[config.mk]
export PLATFORM = sky130hd
export DESIGN_NAME = hwd_watchdog
export DESIGN_NICKNAME = d
export VERILOG_FILES = /design/src/hwd_pkg.sv /design/src/hwd_timebase.sv /design/src/hwd_watchdog.sv
export VERILOG_INCLUDE_DIRS = /design/src
export SDC_FILE = /design/constraint.sdc
export NUM_CORES = 1
export LEC_CHECK = 0
export BUFFER_PORTS_ARGS = -buffer_cell sky130_fd_sc_hd__buf_4
export CAP_MARGIN = 30
export CORE_MARGIN = 1
export CORE_UTILIZATION = 55
export CTS_CLUSTER_SIZE = 25
export DETAILED_ROUTE_END_ITERATION = 16
export PLACE_DENSITY = 0.76
export RECOVER_POWER = 50
export SLEW_MARGIN = 25
export SYNTH_ARGS = -nofsm -noshare
export SYNTH_HDL_FRONTEND = slang
export SYNTH_HIERARCHICAL = 1
export SYNTH_SLANG_ARGS = --single-unit
[constraint.sdc]
create_clock -name clock_i -period 4.74 [get_ports clock_i]
set_input_delay 0.474 -clock clock_i [delete_from_list [all_inputs] [get_ports clock_i]]
set_output_delay 0.474 -clock clock_i [all_outputs]
set_load 0.005 [all_outputs]
[src/hwd_defines.svh]
// Purpose: Constants for the hardware watchdog with software reset.
// Assumes: Included by its bare name from every design file except the package.
// Notes: Widths that may differ are module parameters, not defines.
`ifndef HWD_DEFINES_SVH
`define HWD_DEFINES_SVH
// Sequence port byte values.
`define HWD_FEED_FIRST 8'h1E
`define HWD_FEED_SECOND 8'hE1
`define HWD_SRST_FIRST 8'h5A
`define HWD_SRST_SECOND 8'hA5
// Reset pulse lengths in system clocks, normal and double speed.
`define HWD_PULSE_NORMAL 7'd96
`define HWD_PULSE_DOUBLE 7'd48
// Default prescale setting and counter geometry.
`define HWD_PRESCALE_DEFAULT 7'h05
`define HWD_PRESCALE_BITS 7
`define HWD_COUNTER_BITS 14
`define HWD_PERIOD_LAST_CODE 3'h7
`endif

[src/hwd_pkg.sv]
// Purpose: Types shared by the watchdog modules.
// Assumes: Nothing beyond the defines header.
// Notes: Configuration travels as one packed struct.
package hwd_pkg;
    // Sequence decoder states: waiting, after feed byte one, after reset byte one.
    typedef enum logic [1:0] {HWD_WAIT, HWD_FEED_HALF, HWD_SRST_HALF} hwd_seq_t;
    // Static configuration bits steering the block.
    typedef struct packed {
        logic [6:0] timer_prescale_select;
        logic [2:0] period_select;
        logic idle_halt_select;
        logic reset_out_disable;
        logic double_speed_mode;
    } hwd_cfg_t;
    // Status bits shown to software.
    typedef struct packed {
        logic watchdog_overflow_flag;
        logic soft_reset_flag;
        logic watchdog_running_flag;
    } hwd_status_t;
endpackage

[src/hwd_timebase.sv]
// Purpose: Prescaler and time-out counter of the watchdog.
// Assumes: One clock; restart has priority over advance.
// Notes: The counter is sized for the longest period code.
`timescale 1ns/100ps
`include "hwd_defines.svh"
module hwd_timebase import hwd_pkg::*; #(
    parameter int PRESC_W = `HWD_PRESCALE_BITS,
    parameter int CNT_W = `HWD_COUNTER_BITS + `HWD_PRESCALE_BITS
) (
    // Clock, reset and clock enable.
    input wire logic clock_i,
    input wire logic rst_i,
    input wire logic clk_en_i,
    // Control.
    input wire logic restart_i,
    input wire logic advance_i,
    input wire logic [PRESC_W-1:0] prescale_i,
    input wire logic [2:0] period_i,
    // Time-out strobe, one cycle.
    output logic timeout_o
);
    // Last count of the selected period: two to the power of code plus fourteen, less one.
    function automatic logic [CNT_W-1:0] period_last(input logic [2:0] code);
        period_last = {CNT_W{1'b1}} >> (CNT_W - `HWD_COUNTER_BITS - int'(code));
    endfunction

    logic [PRESC_W-1:0] pre_q; // Clocks within the current tick.
    logic [PRESC_W-1:0] pre_d; // Next prescaler value.
    logic [CNT_W-1:0] cnt_q; // Ticks within the current period.
    logic [CNT_W-1:0] cnt_d; // Next counter value.
    wire tick = advance_i && (pre_q == prescale_i); // A tick lasts prescale plus one clocks.
    wire last = cnt_q == period_last(period_i);

    assign timeout_o = tick && last;
    // A feed clears both stages, so every feed buys a whole period.
    assign pre_d = restart_i ? '0 : (!advance_i ? pre_q : (tick ? '0 : pre_q + 1'b1));
    assign cnt_d = restart_i ? '0 : (tick ? (last ? '0 : cnt_q + 1'b1) : cnt_q);

    // Both stages only move while the clock enable is high.
    always_ff @(posedge clock_i or posedge rst_i) begin
        if (rst_i) begin
            pre_q <= '0;
            cnt_q <= '0;
        end else if (clk_en_i) begin
            pre_q <= pre_d;
            cnt_q <= cnt_d;
        end
    end

    restart_clears_a: assert property (@(posedge clock_i) disable iff (rst_i)
        clk_en_i && restart_i |=> pre_q == '0 && cnt_q == '0)
        else $error("Restart did not clear the time base.");
    tick_spacing_a: assert property (@(posedge clock_i) disable iff (rst_i)
        clk_en_i && advance_i && !restart_i && pre_q != prescale_i |=> cnt_q == $past(cnt_q))
        else $error("Counter moved between ticks.");
endmodule // hwd_timebase

[src/hwd_watchdog.sv]
// Purpose: Hardware watchdog with keyed feed and software reset sequences.
// Assumes: Sequence writes arrive as one-cycle strobes with their byte.
// Notes: The block's own reset pulse disables the watchdog but keeps the flags.
// Operation
// - Advance once per prescale plus one clocks.
// - Period code doubles time-out from 16K ticks.
// - Disabled after reset, stopped in power-down.
// - Time-out gives 96 clock pulse, 48 doubled.
// - Pulse drives reset pin unless disabled.
// - 21-bit counter behind 7-bit prescaler.
// - Bytes 1E then E1 start the watchdog.
// - Running flag reads one while running.
// - Wrong feed or enable resets at once.
// - Bytes 5A then A5 cause software reset.
// - Software reset works with watchdog stopped.
// - Software reset sets soft flag only.
// - Wrong sequence sets both flags, resets.
// - Software reset pulse matches watchdog pulse.
// - Flags stay set until software clears.
// - Idle halt bit pauses counting in idle.
`timescale 1ns/100ps
`include "hwd_defines.svh"
module hwd_watchdog import hwd_pkg::*; #(
    parameter int PRESC_W = `HWD_PRESCALE_BITS
) (
    // Clock, reset and clock enable.
    input wire logic clock_i,
    input wire logic rst_i,
    input wire logic clk_en_i,
    // Sequence port write strobe and byte.
    input wire logic seq_wr_i,
    input wire logic [7:0] seq_data_i,
    // Configuration and device modes.
    input wire hwd_cfg_t cfg_i,
    input wire logic idle_mode_i,
    input wire logic power_down_i,
    // Flag clears from software.
    input wire logic overflow_clr_i,
    input wire logic soft_reset_clr_i,
    // Status and reset outputs.
    output hwd_status_t status_o,
    output logic reset_pulse_o,
    output logic reset_pin_o,
    output logic reset_pin_oe_o
);
    hwd_seq_t seq_q; // Sequence decoder state.
    hwd_seq_t seq_d; // Next decoder state.
    logic running_q; // Watchdog is counting.
    logic ovf_q; // Overflow flag.
    logic srst_q; // Software reset flag.
    logic pulse_q; // Internal reset pulse.
    logic pin_q; // Reset pin drive.
    logic [6:0] left_q; // Pulse cycles still to go after this one.
    logic timeout; // Time base overflow strobe.

    // Writes are ignored while the pulse runs; the processor is held in reset then.
    wire wr = seq_wr_i && !pulse_q;
    wire wait_feed = seq_q == HWD_WAIT && seq_data_i == `HWD_FEED_FIRST;
    wire wait_srst = seq_q == HWD_WAIT && seq_data_i == `HWD_SRST_FIRST;
    wire feed_ok = wr && seq_q == HWD_FEED_HALF && seq_data_i == `HWD_FEED_SECOND;
    wire srst_ok = wr && seq_q == HWD_SRST_HALF && seq_data_i == `HWD_SRST_SECOND;
    // Any byte that fits neither sequence is an error, in any state.
    wire bad_seq = wr && !wait_feed && !wait_srst && !feed_ok && !srst_ok;
    wire wd_fire = timeout && running_q && !pulse_q;
    wire start_pulse = wd_fire || bad_seq || srst_ok;
    // Counting pauses in power-down and, when asked, in idle.
    wire advance = running_q && !power_down_i && !(idle_mode_i && cfg_i.idle_halt_select);
    wire [6:0] pulse_len = cfg_i.double_speed_mode ? `HWD_PULSE_DOUBLE : `HWD_PULSE_NORMAL;

    // Decoder moves on a sequence write or a time-out; an error, completion or time-out returns it to waiting.
    always_comb begin
        seq_d = seq_q;
        if (wr) begin
            unique case (seq_q)
                HWD_WAIT: seq_d = wait_feed ? HWD_FEED_HALF : (wait_srst ? HWD_SRST_HALF : HWD_WAIT);
                HWD_FEED_HALF: seq_d = HWD_WAIT;
                HWD_SRST_HALF: seq_d = HWD_WAIT;
                default: seq_d = HWD_WAIT;
            endcase
        end
    end

    // The time base restarts on every valid feed and whenever the watchdog is off.
    hwd_timebase #(
        .PRESC_W(PRESC_W)
    ) u_timebase (
        .clock_i(clock_i),
        .rst_i(rst_i),
        .clk_en_i(clk_en_i),
        .restart_i(feed_ok || !running_q),
        .advance_i(advance),
        .prescale_i(cfg_i.timer_prescale_select),
        .period_i(cfg_i.period_select),
        .timeout_o(timeout)
    );

    // Sequence state and running flag.
    always_ff @(posedge clock_i or posedge rst_i) begin
        if (rst_i) begin
            seq_q <= HWD_WAIT;
            running_q <= 1'b0;
        end else if (clk_en_i) begin
            seq_q <= start_pulse ? HWD_WAIT : seq_d;
            running_q <= start_pulse ? 1'b0 : (running_q || feed_ok);
        end
    end

    // Sticky flags: hardware sets, software clears, a set beats a clear in the same cycle.
    always_ff @(posedge clock_i or posedge rst_i) begin
        if (rst_i) begin
            ovf_q <= 1'b0;
            srst_q <= 1'b0;
        end else if (clk_en_i) begin
            ovf_q <= (wd_fire || bad_seq) || (ovf_q && !overflow_clr_i);
            srst_q <= (srst_ok || bad_seq) || (srst_q && !soft_reset_clr_i);
        end
    end

    // Reset pulse: the pin copy is decided once at the start so it ends with the pulse.
    always_ff @(posedge clock_i or posedge rst_i) begin
        if (rst_i) begin
            pulse_q <= 1'b0;
            pin_q <= 1'b0;
            left_q <= '0;
        end else if (clk_en_i) begin
            if (start_pulse && !pulse_q) begin
                pulse_q <= 1'b1;
                pin_q <= !cfg_i.reset_out_disable;
                left_q <= pulse_len - 7'h01;
            end else if (pulse_q) begin
                pulse_q <= left_q != 7'h00;
                pin_q <= pin_q && left_q != 7'h00;
                left_q <= left_q - 7'h01;
            end
        end
    end

    assign status_o = '{watchdog_overflow_flag: ovf_q, soft_reset_flag: srst_q, watchdog_running_flag: running_q};
    assign reset_pulse_o = pulse_q;
    assign reset_pin_o = pin_q;
    assign reset_pin_oe_o = pin_q;

    // Helper for the pulse length check: length chosen at start and cycles seen high.
    logic [6:0] len_seen_q;
    logic [6:0] len_want_q;
    always_ff @(posedge clock_i or posedge rst_i) begin
        if (rst_i) begin
            len_seen_q <= '0;
            len_want_q <= '0;
        end else if (clk_en_i) begin
            len_seen_q <= pulse_q ? len_seen_q + 7'h01 : 7'h00;
            if (start_pulse && !pulse_q) begin
                len_want_q <= pulse_len;
            end
        end
    end

    pulse_length_a: assert property (@(posedge clock_i) disable iff (rst_i)
        clk_en_i && pulse_q && left_q == 7'h00 |-> len_seen_q + 7'h01 == len_want_q)
        else $error("Reset pulse length wrong.");
    pulse_choice_a: assert property (@(posedge clock_i) disable iff (rst_i)
        clk_en_i && start_pulse && !pulse_q |=> len_want_q == ($past(cfg_i.double_speed_mode) ? 7'd48 : 7'd96))
        else $error("Reset pulse length not taken from speed mode.");
    reset_pin_a: assert property (@(posedge clock_i) disable iff (rst_i)
        clk_en_i && start_pulse && !pulse_q |=> reset_pin_o == !$past(cfg_i.reset_out_disable) && reset_pulse_o)
        else $error("Reset pin drive wrong at pulse start.");
    feed_start_a: assert property (@(posedge clock_i) disable iff (rst_i)
        clk_en_i && wr && wait_feed ##1 clk_en_i && wr && seq_data_i == 8'hE1 |=> status_o.watchdog_running_flag)
        else $error("Feed sequence did not start the watchdog.");
    bad_byte_a: assert property (@(posedge clock_i) disable iff (rst_i)
        clk_en_i && bad_seq |=> reset_pulse_o && status_o.watchdog_overflow_flag && status_o.soft_reset_flag)
        else $error("Wrong sequence did not reset with both flags.");
    soft_reset_a: assert property (@(posedge clock_i) disable iff (rst_i)
        clk_en_i && srst_ok && !wd_fire |=> reset_pulse_o && status_o.soft_reset_flag
            && status_o.watchdog_overflow_flag == $past(ovf_q))
        else $error("Software reset flags wrong.");
    timeout_flag_a: assert property (@(posedge clock_i) disable iff (rst_i)
        clk_en_i && wd_fire |=> reset_pulse_o && status_o.watchdog_overflow_flag && !status_o.watchdog_running_flag)
        else $error("Time-out did not reset and flag.");
    flag_sticky_a: assert property (@(posedge clock_i) disable iff (rst_i)
        clk_en_i && ovf_q && !overflow_clr_i |=> status_o.watchdog_overflow_flag)
        else $error("Overflow flag dropped without a clear.");
    idle_pause_a: assert property (@(posedge clock_i) disable iff (rst_i)
        running_q && idle_mode_i && cfg_i.idle_halt_select |-> !advance)
        else $error("Watchdog advanced in idle while halted.");
endmodule // hwd_watchdog

# [Word-level counts from Yosys, hierarchy flattened]
# Index checks and enable logic that the tools add are counted.
[classes] addsub=5 n_eq_ne=8 shift=1 muxes=19 reduce_logical=50
[ops] op="$mux W21" n=3
[ops] op="$mux W7" n=6
[ops] op="$shr A21 B32 Y21 const A" n=1
[ops] op="$logic_and A1 B1 Y1" n=22
[ops] op="$add A21 B1 Y21 const B" n=1
[ops] op="$eq A21 B21 Y1" n=1
[ops] op="$eq A8 B8 Y1 const B" n=2
[ops] op="$sub A7 B1 Y7 const B" n=2
[ops] op="$logic_not A1 Y1" n=11
[ops] op="$mux W2" n=5
[ops] op="$eq A8 B5 Y1 const B" n=1
[ops] op="$eq A8 B7 Y1 const B" n=1
[ops] op="$reduce_and A2 Y1" n=4
[ops] op="$reduce_bool A2 Y1" n=4
[ops] op="$add A7 B1 Y7 const B" n=1
[ops] op="$eq A7 B7 Y1" n=1
[ops] op="$logic_or A1 B1 Y1" n=7
[ops] op="$reduce_bool A7 Y1" n=1
[ops] op="$mux W1" n=5
[ops] op="$sub A3 B3 Y4 const A" n=1
[ops] op="$eq A2 B1 Y1 const B" n=1
[ops] op="$eq A2 B2 Y1 const B" n=1
[ops] op="$logic_not A2 Y1" n=1
[word_totals] register_bits=42 in_bits=29 output_inout_bits=6 wordCells=92

# [Longest topological paths before layout]
# Gate-level depths: netlist (run 1).
[depth] word_depth=12 depth_mapped=15 ltp_nobuf=15

# [Cells and area by module]
# The synthesis (run 1) kept the hierarchy.
[modules_own_cells] mod="hwd_timebase" instances=1 cells_each=206 area_per_inst_um2=1776.7 seq_area_each_um2=700.7
[modules_own_cells] mod="hwd_watchdog" instances=1 cells_each=104 area_per_inst_um2=934.6 seq_area_each_um2=350.3

# [Worst setup path before layout (run 1)]
# Ideal clock, no wire load.
[synth_path] kind="input to register" startpoint="input port cfg_i[4] (netlist name)" endpoint="register left_q[6]" setup_ps=126 arrival_time_ps=2915 t_required_ps=4614 slack_ps=1698 path_stages=13 path_buffers=1 cell_sequence="clkbuf_1 > or4_1 > o211ai_1 > nand4_1 > nor3_1 > nand3b_1 > inv_1 > nor2_1 > nand2_1 > ha_1 > nand3_1 > or3_1 > a311o_1"
[synth_between] elab_chain_cells=11 elab_cells_between_ends=12 classes_between="add/sub (1); eq/ne (1); shift (1); mux (1); reduce/logical (8)"
[synth_lines] item="from (decl)" line_no="hwd_watchdog.sv:34" text="input wire hwd_cfg_t cfg_i,"
[synth_lines] item="$sub A3 B3 Y4 (*)" line_no="hwd_timebase.sv:24" text="period_last = {CNT_W{1'b1}} >> (CNT_W - `HWD_COUNTER_BITS - int'(code));"
[synth_lines] item="$shr A21 B32 Y21 (*)" line_no="hwd_timebase.sv:24"
[synth_lines] item="$eq A21 B21 Y1 (*)" line_no="hwd_timebase.sv:32" text="wire last = cnt_q == period_last(period_i);"
[synth_lines] item="$logic_and A1 B1 Y1 (*)" line_no="hwd_timebase.sv:34" text="assign timeout_o = tick && last;"
[synth_lines] item="named net timeout" line_no="hwd_watchdog.sv:54" text="logic timeout;"
[synth_lines] item="$logic_and A1 B1 Y1 (*) (2 in series)" line_no="hwd_watchdog.sv:64" text="wire wd_fire = timeout && running_q && !pulse_q;"
[synth_lines] item="$logic_or A1 B1 Y1 (*) (2 in series)" line_no="hwd_watchdog.sv:65" text="wire start_pulse = wd_fire || bad_seq || srst_ok;"
[synth_lines] item="$logic_and A1 B1 Y1 (*)"
[synth_lines] item="$reduce_bool A2 Y1 (no line)"
[synth_lines] item="$reduce_and A2 Y1 (no line)"
[synth_lines] item="to (signal assigned)" line_no="hwd_watchdog.sv:129" text="left_q <= pulse_len - 7'h01;"
[synth_lines] item="to (signal assigned)" line_no="hwd_watchdog.sv:133" text="left_q <= left_q - 7'h01;"
[synth_lines] item="to (decl)" line_no="hwd_watchdog.sv:53" text="logic [6:0] left_q;"
# Mark *: on every way through the listed nets, which the timed path passes. The rest lies on a longest branch.
# A chain may end at the register's enable or synchronous reset.

# [Worst setup path after layout (run 1)]
[layout_path] startpoint="register running_q" endpoint="register left_q[6]"
[layout_between] elab_chain_cells=11 elab_cells_between_ends=12 classes_between="mux (1); reduce/logical (11)"
[layout_lines] item="from (decl)" line_no="hwd_watchdog.sv:48" text="logic running_q;"
[layout_lines] item="from (signal assigned)" line_no="hwd_watchdog.sv:104" text="running_q <= start_pulse ? 1'b0 : (running_q || feed_ok);"
[layout_lines] item="$logic_and A1 B1 Y1 (*) (2 in series)" line_no="hwd_watchdog.sv:67" text="wire advance = running_q && !power_down_i && !(idle_mode_i && cfg_i.idle_halt_select);"
[layout_lines] item="named net advance" line_no="hwd_watchdog.sv:67"
[layout_lines] item="$logic_and A1 B1 Y1 (*)" line_no="hwd_timebase.sv:31" text="wire tick = advance_i && (pre_q == prescale_i);"
[layout_lines] item="$logic_and A1 B1 Y1 (*)" line_no="hwd_timebase.sv:34"
[layout_lines] item="named net timeout" line_no="hwd_watchdog.sv:54"
[layout_lines] item="$logic_and A1 B1 Y1 (*) (2 in series)" line_no="hwd_watchdog.sv:64"
[layout_lines] item="$logic_or A1 B1 Y1 (*) (2 in series)" line_no="hwd_watchdog.sv:65"
[layout_lines] item="$logic_and A1 B1 Y1 (*)"
[layout_lines] item="$reduce_bool A2 Y1 (no line)"
[layout_lines] item="$reduce_and A2 Y1 (no line)"
# Marked as above.

==> impl_metrics.ini, run 1 <==
[clock_network]
htreeDepth = 2
clkTransAtPathRegs_ps = 80
cts_resized = 0
clockRootBuffer = clkbuf_8
cts_sinks = 42
cts_buffers = 5
post_cts_buffers = 0
clkLatencyLatePin_ps = 290
cts_buffer_depth = 2
cts_tree = built
hold_buffers = 0

[routing]
top_layer = met4
firstDrtPassIters = 4
drc = 0
drt_iter0_drc = 147
wl_met3_um = 201
avgRoutedWirePerCell_um = 13.72
m1WireLength_um = 2693
num_vias = 2364
met2_length_um = 2574
drt-total-wl_um = 5528
via_per_inst = 5.866
ant_nets = 0

[yosys]
ys_warn_count = 6
ys_ff_latch = 42
syn_area_sq_um = 2711
syn_inst = 310
yosysSeqAreaShare_pct = 38.76
yosysUniqueCellTypes = 63
synth_edf_count = 0
synthSimpleGateAreaFrac_pct = 27.41
syn_area_per_cell_sq_um = 8.746
synth_mux_area_share_pct = 0.7383
yosys.area_share.xor_xnor_pct = 5.491
synth_compound_area_share_pct = 20.63
synth_fa_ha_area_share_pct = 1.384
async_flop_share_pct = 100.0
synth_top_family_by_area = simple AND/OR/NAND/NOR gates
mappedNetlistNets = 342
synth_flop_cell = dfrtp_1

[power_and_ir_drop]
power_per_cell_area_nw_per_um2 = 297.6
vdd_drop_max_uv = 224.3
p_leak_uw = 0.001263

[setup_path]
start_kind = flip-flop
cp-end-kind = flip-flop
crit_end = left_q[6]
critPathKind = reg -> reg
crit_start = running_q
regToRegSetupSlack_ps = 1450
timing.rr.end = left_q[6]
cp.arrival_ps = 3470
worstRegToRegCells = 14
crit_required_ps = 4920
reg2reg_from = running_q
cp_max_fo = 5

[cells_and_area]
insertedDiodeCount = 0
design_area_sq_um = 3069
fillCellCount = 406
nets = 367
areaGrowthSynthToFinish_pct = 13.20
fin_util_pct = 64.98
drive_above_1_share_pct = 17.86

[place]
place_hpwl_um = 3960
placed_area_sq_um = 2963
gp_congestion = 0.8263
io_buffers = 34

[die]
core_sq_um = 4723
num_rows = 25
die_w_um = 72.21
die_h_um = 72.21
io_pins = 35
dieArea_sq_um = 5214
start_util_pct = 57.40

[timing]
fin_setup_tns_ps = 0
rsz0062_at_grt = false
slew_viol_final = 29
tightest_slew_ps = 1552
fin_crit_ps = 3290
finClkSkew_ps = 4.929
hold_viol = 0
max_freq_mhz = 303.9
setup_violations = 0
finalCritPeriodShare_pct = 69.41
max_slew_margin_pct = -3.495

[outcome]
violations = capacitance limit, slew limit
status = finished with violations

[global_routing]
grt_max_degree = 43
grt-ovfl-total = 0
grt_pass1_vias = 2069
grt_usage_pct = 22.83
grt_pass1_wl_um = 9356
antenna_found_initial = 0

[min_path]
hp-class = in -> async

[flow_run]
maxCapViolations = 1
through the flow:
step	setup WS [ps]	hold slack, ps	power, uW	instances
after floorplan	1698	363.2	584.4	310
after global placement	1545	490.2	647.9	395
after detailed placement	1391	487.3	653.7	395
after CTS	1488	246.9	925.4	403
after global routing	1166	286.3	965.4	403
final	1450	235.9	913.5	403
synth_stat cells (all sizes together) (7+ instances only):
library cell / instances / share of area, %
or3: 18 / 4.5
nand2: 32 / 4.4
inv: 13 / 1.8
nand3: 20 / 3.9
clkbuf: 10 / 1.4
buf: 8 / 2.4
nand4: 7 / 1.8
nand2b: 7 / 1.6
o21ai: 25 / 5.0
nor2: 11 / 1.5
dfrtp: 42 / 39
a21oi: 28 / 5.3
xnor2: 12 / 3.9
flip-flops by register name, summed over array words and instances (netlist names):
| register | count |
|---|---|
| u_timebase/cnt_q | 21 |
| seq_q | 2 |
| u_timebase/pre_q | 7 |
| running_q | 1 |
| reset_pulse_o | 1 |
| reset_pin_o | 1 |
| left_q | 7 |
| ovf_q | 1 |
| srst_q | 1 |
critical path, stage by stage, from the launching register on:
cell and delay, ps:
dfrtp_1 410, inv_1 90, a211oi_1 470, nand2_1 110, nor3_1 300, nand2_1 90, nor3_1 160, nand3b_1 190
inv_1 110, nor2_1 90, nand2_1 100, ha_1 230, nand3_1 130, or3_1 340, a311o_1 350
layout by cell type, fill, tap and decap left out, types with 2 or more instances in the layout:
cell and instances:
dfrtp_1 42, nand2_1 32, buf_4 31, a21oi_1 27, o21ai_0 23, nand3_1 19
or3_1 14, inv_1 13, xnor2_1 12, nor2_1 11, clkbuf_8 8, nand2b_1 7
nor3_1 6, nand4_1 6, and3_1 6, o31ai_1 6, xor2_1 5, clkbuf_4 4
or4_1 4, and2_1 3, o21a_1 3, ha_1 3, or3_2 3, a22o_1 2
a211oi_1 2, o41ai_1 2, mux2i_1 2, a21boi_0 2, nor4_1 2, a31oi_1 2
or2_2 2
where the power goes:
group / total [uW] / leakage (uW) / switching [uW] / internal, uW
clock: 268 / 0.0000575 / 121 / 147
combinational: 206 / 0.000641 / 103 / 103
sequential: 439 / 0.000564 / 44.1 / 395
total: 913 / 0.00126 / 268 / 645
per-layer routing:
layer	track usage [%]	vias to the layer above
met5	0	-
met4	7.625	0
met3	4.028	4
met2	34.89	52
met1	32.88	1129
li1	-	1179
kinds of logic (layout without fill, tap and decap cells):
family	Yosys count	after routing
buffers and inverters	31	57
and+or+nand+nor	129	129
adders and majority gates	3	3
DFF	42	42
AOI/OAI and AO/OA	86	86
xor gates and xnor gates	17	17
muxes	2	2
how the worst min path moves through the flow:
| stage | start | to | slack, ps | depth (start not counted) |
|---|---|---|---|---|
| after floorplan | rst_i | left_q[0] | 360 | 1 |
| after detailed placement | srst_q | srst_q | 490 | 1 |
| after global placement | srst_q | srst_q | 490 | 1 |
| final | rst_i | left_q[5] | 240 | 2 |
| after CTS | rst_i | left_q[5] | 250 | 2 |
| after global routing | rst_i | left_q[6] | 290 | 2 |
layout make-up:
type | instances | area, sq um | share of cell area, %
repair buffers | 36 | 266.5 | 8.683
inverters | 13 | 48.80 | 1.590
multi-input cells | 237 | 1509 | 49.16
well taps | 67 | 83.83 | 2.731
clock buffers | 8 | 110.1 | 3.587
flip-flops and latches | 42 | 1051 | 34.24
Note: power is estimated with default switching activity, not from simulation.
==> inputs of run 2 (changes only) <==
- CORE_UTILIZATION: 55 -> 52
- clock period: 4.74 -> 2.8 ns (I/O delays scaled with it)
==> impl_metrics.ini, run 2 (synthesis gave the netlist of run 1 again) <==
[outcome]
status = finished with violations
violations = capacitance limit, slew limit

[global_routing]
grt_usage_pct = 22.88
grt_max_degree = 36
grt_pass1_wl_um = 9867
grt-ovfl-total = 0
grt_pass1_vias = 2248
antenna_found_initial = 0

[cells_and_area]
multi_input_area_sq_um = 1594
largest_register = u_timebase/cnt_q
regArea_sq_um = 1054
areaGrowthSynthToFinish_pct = 22.66
final_cells = 428
final_common_cell = buf_4
fin_util_pct = 68.15
insertedDiodeCount = 0
fillCellCount = 410
mostFrequentLayoutCells = buf_4, dfrtp_1, nand2_1
largest_reg_flops = 21
largestRegisters = u_timebase/cnt_q (21), left_q (7), u_timebase/pre_q (7)
nets = 392
drive_above_1_share_pct = 27.42

[timing]
slew_viol_final = 29
hold_slack_ps = 41.51
fin_crit_ps = 2649
setup_violations = 0
max_freq_mhz = 377.5
fin_setup_tns_ps = 0
rsz0062_at_grt = true
finalCritPeriodShare_pct = 94.61
finClkSkew_ps = 7.187
max_slew_margin_pct = -1.941
worst_slack_ps = 150.8
hold_viol = 0
tightest_slew_ps = 1529

[die]
core_sq_um = 4880
die_h_um = 74.21
io_pins = 35
dieArea_sq_um = 5507
die_w_um = 74.21
num_rows = 25
start_util_pct = 55.56

[setup_path]
start_kind = flip-flop
cp_slowest_cell = dfrtp_1
crit_chain = ha_4 -> nand2_1 -> nor4_4 -> nand2_1 -> nor3_2 -> nand3b_1 -> inv_2 -> nor2_4 -> nand2_2 -> ha_4 -> nand3_2 -> or3_4 -> a311o_1
critPathKind = reg -> reg
crit_required_ps = 2970
max_stage_delay_ps = 440
cp-end-kind = flip-flop
cp_max_fo = 4
cp.arrival_ps = 2820

[place]
gp_congestion = 0.7995
pre_cts_ws_ps = 37.28
place_hpwl_um = 4229
io_buffers = 34
dpl.cell_count = 411

[clock_network]
htreeDepth = 2
hold_buffers = 0
cts_tree = built
cts_buffers = 5
clkLatencyLatePin_ps = 290
cts_sinks = 42
clockRootBuffer = clkbuf_8
clkTransAtPathRegs_ps = 80
cts_buffer_depth = 2

[routing]
via_per_inst = 5.682
ant_nets = 0
drc = 0
drt-total-wl_um = 6165
drt_iter0_drc = 121
num_vias = 2432
firstDrtPassIters = 4
avgRoutedWirePerCell_um = 14.40

[power_and_ir_drop]
vdd_drop_max_uv = 416.2
p_leak_uw = 0.001396
power_per_cell_area_nw_per_um2 = 477.6

[min_path]
hp-class = in -> async

[flow_run]
maxCapViolations = 1
run 2: per-stage QoR:
step	cell area, sq um	power, uW
6_report	3326	1588
3_3_place_gp	3085	1127
4_1_cts	3177	1553
5_1_grt	3326	1673
3_5_place_dp	3085	1143
2_1_floorplan	2715	992.3
run 2: repair_timing:
| item | CTS | global route |
|---|---|---|
| setup buffers | 0 | 9 |
| resized for setup | 0 | 18 |
| setup endpoints to repair | 0 | 2 |
run 2: worst paths after layout:
check	endpoint	slack, ps	cells past startpoint	startpoint
worst min-delay path	left_q[2]	40	2	rst_i
worst max-delay path	left_q[6]	150	13	u_timebase/cnt_q[1]
min in group clock_i	reset_pin_o	160	2	cfg_i[1]
max in group asynchronous	u_timebase/pre_q[0]	1260	3	rst_i
worst min register to register	srst_q	510	1	srst_q
worst max register to register	left_q[6]	150	13	u_timebase/cnt_q[1]
run 2: metal layers:
layer	vias up	wire (um)	global-route usage [%]
met1	1160	2991	32.41
met3	5	168	3.659
met5	-	0	0
li1	1230	-	-
met2	37	2958	37.17
met4	0	46	5.031
run 2: critical path, delay by kind of cell (launching register included):
kind | cells | cell delay (ps)
flops | 1 | 440
buf+inv | 1 | 90
fa+ha+maj | 2 | 310
compound gates | 1 | 320
simple gates | 9 | 1380
run 2: report_power, final:
| group | switching, uW | internal (uW) |
|---|---|---|
| Sequential | 66.8 | 669 |
| Combinational | 218 | 223 |
| Clock | 211 | 199 |
| Total | 496 | 1090 |
run 2: final cells by class:
cell class | instances | share of cell area [%]
clock inverter | 1 | 0.1505
sequential | 42 | 31.68
inverter | 13 | 1.467
multi-input combinational | 237 | 47.93
clock buffer | 7 | 2.596
tap | 67 | 2.521
timing repair buffer | 61 | 13.66
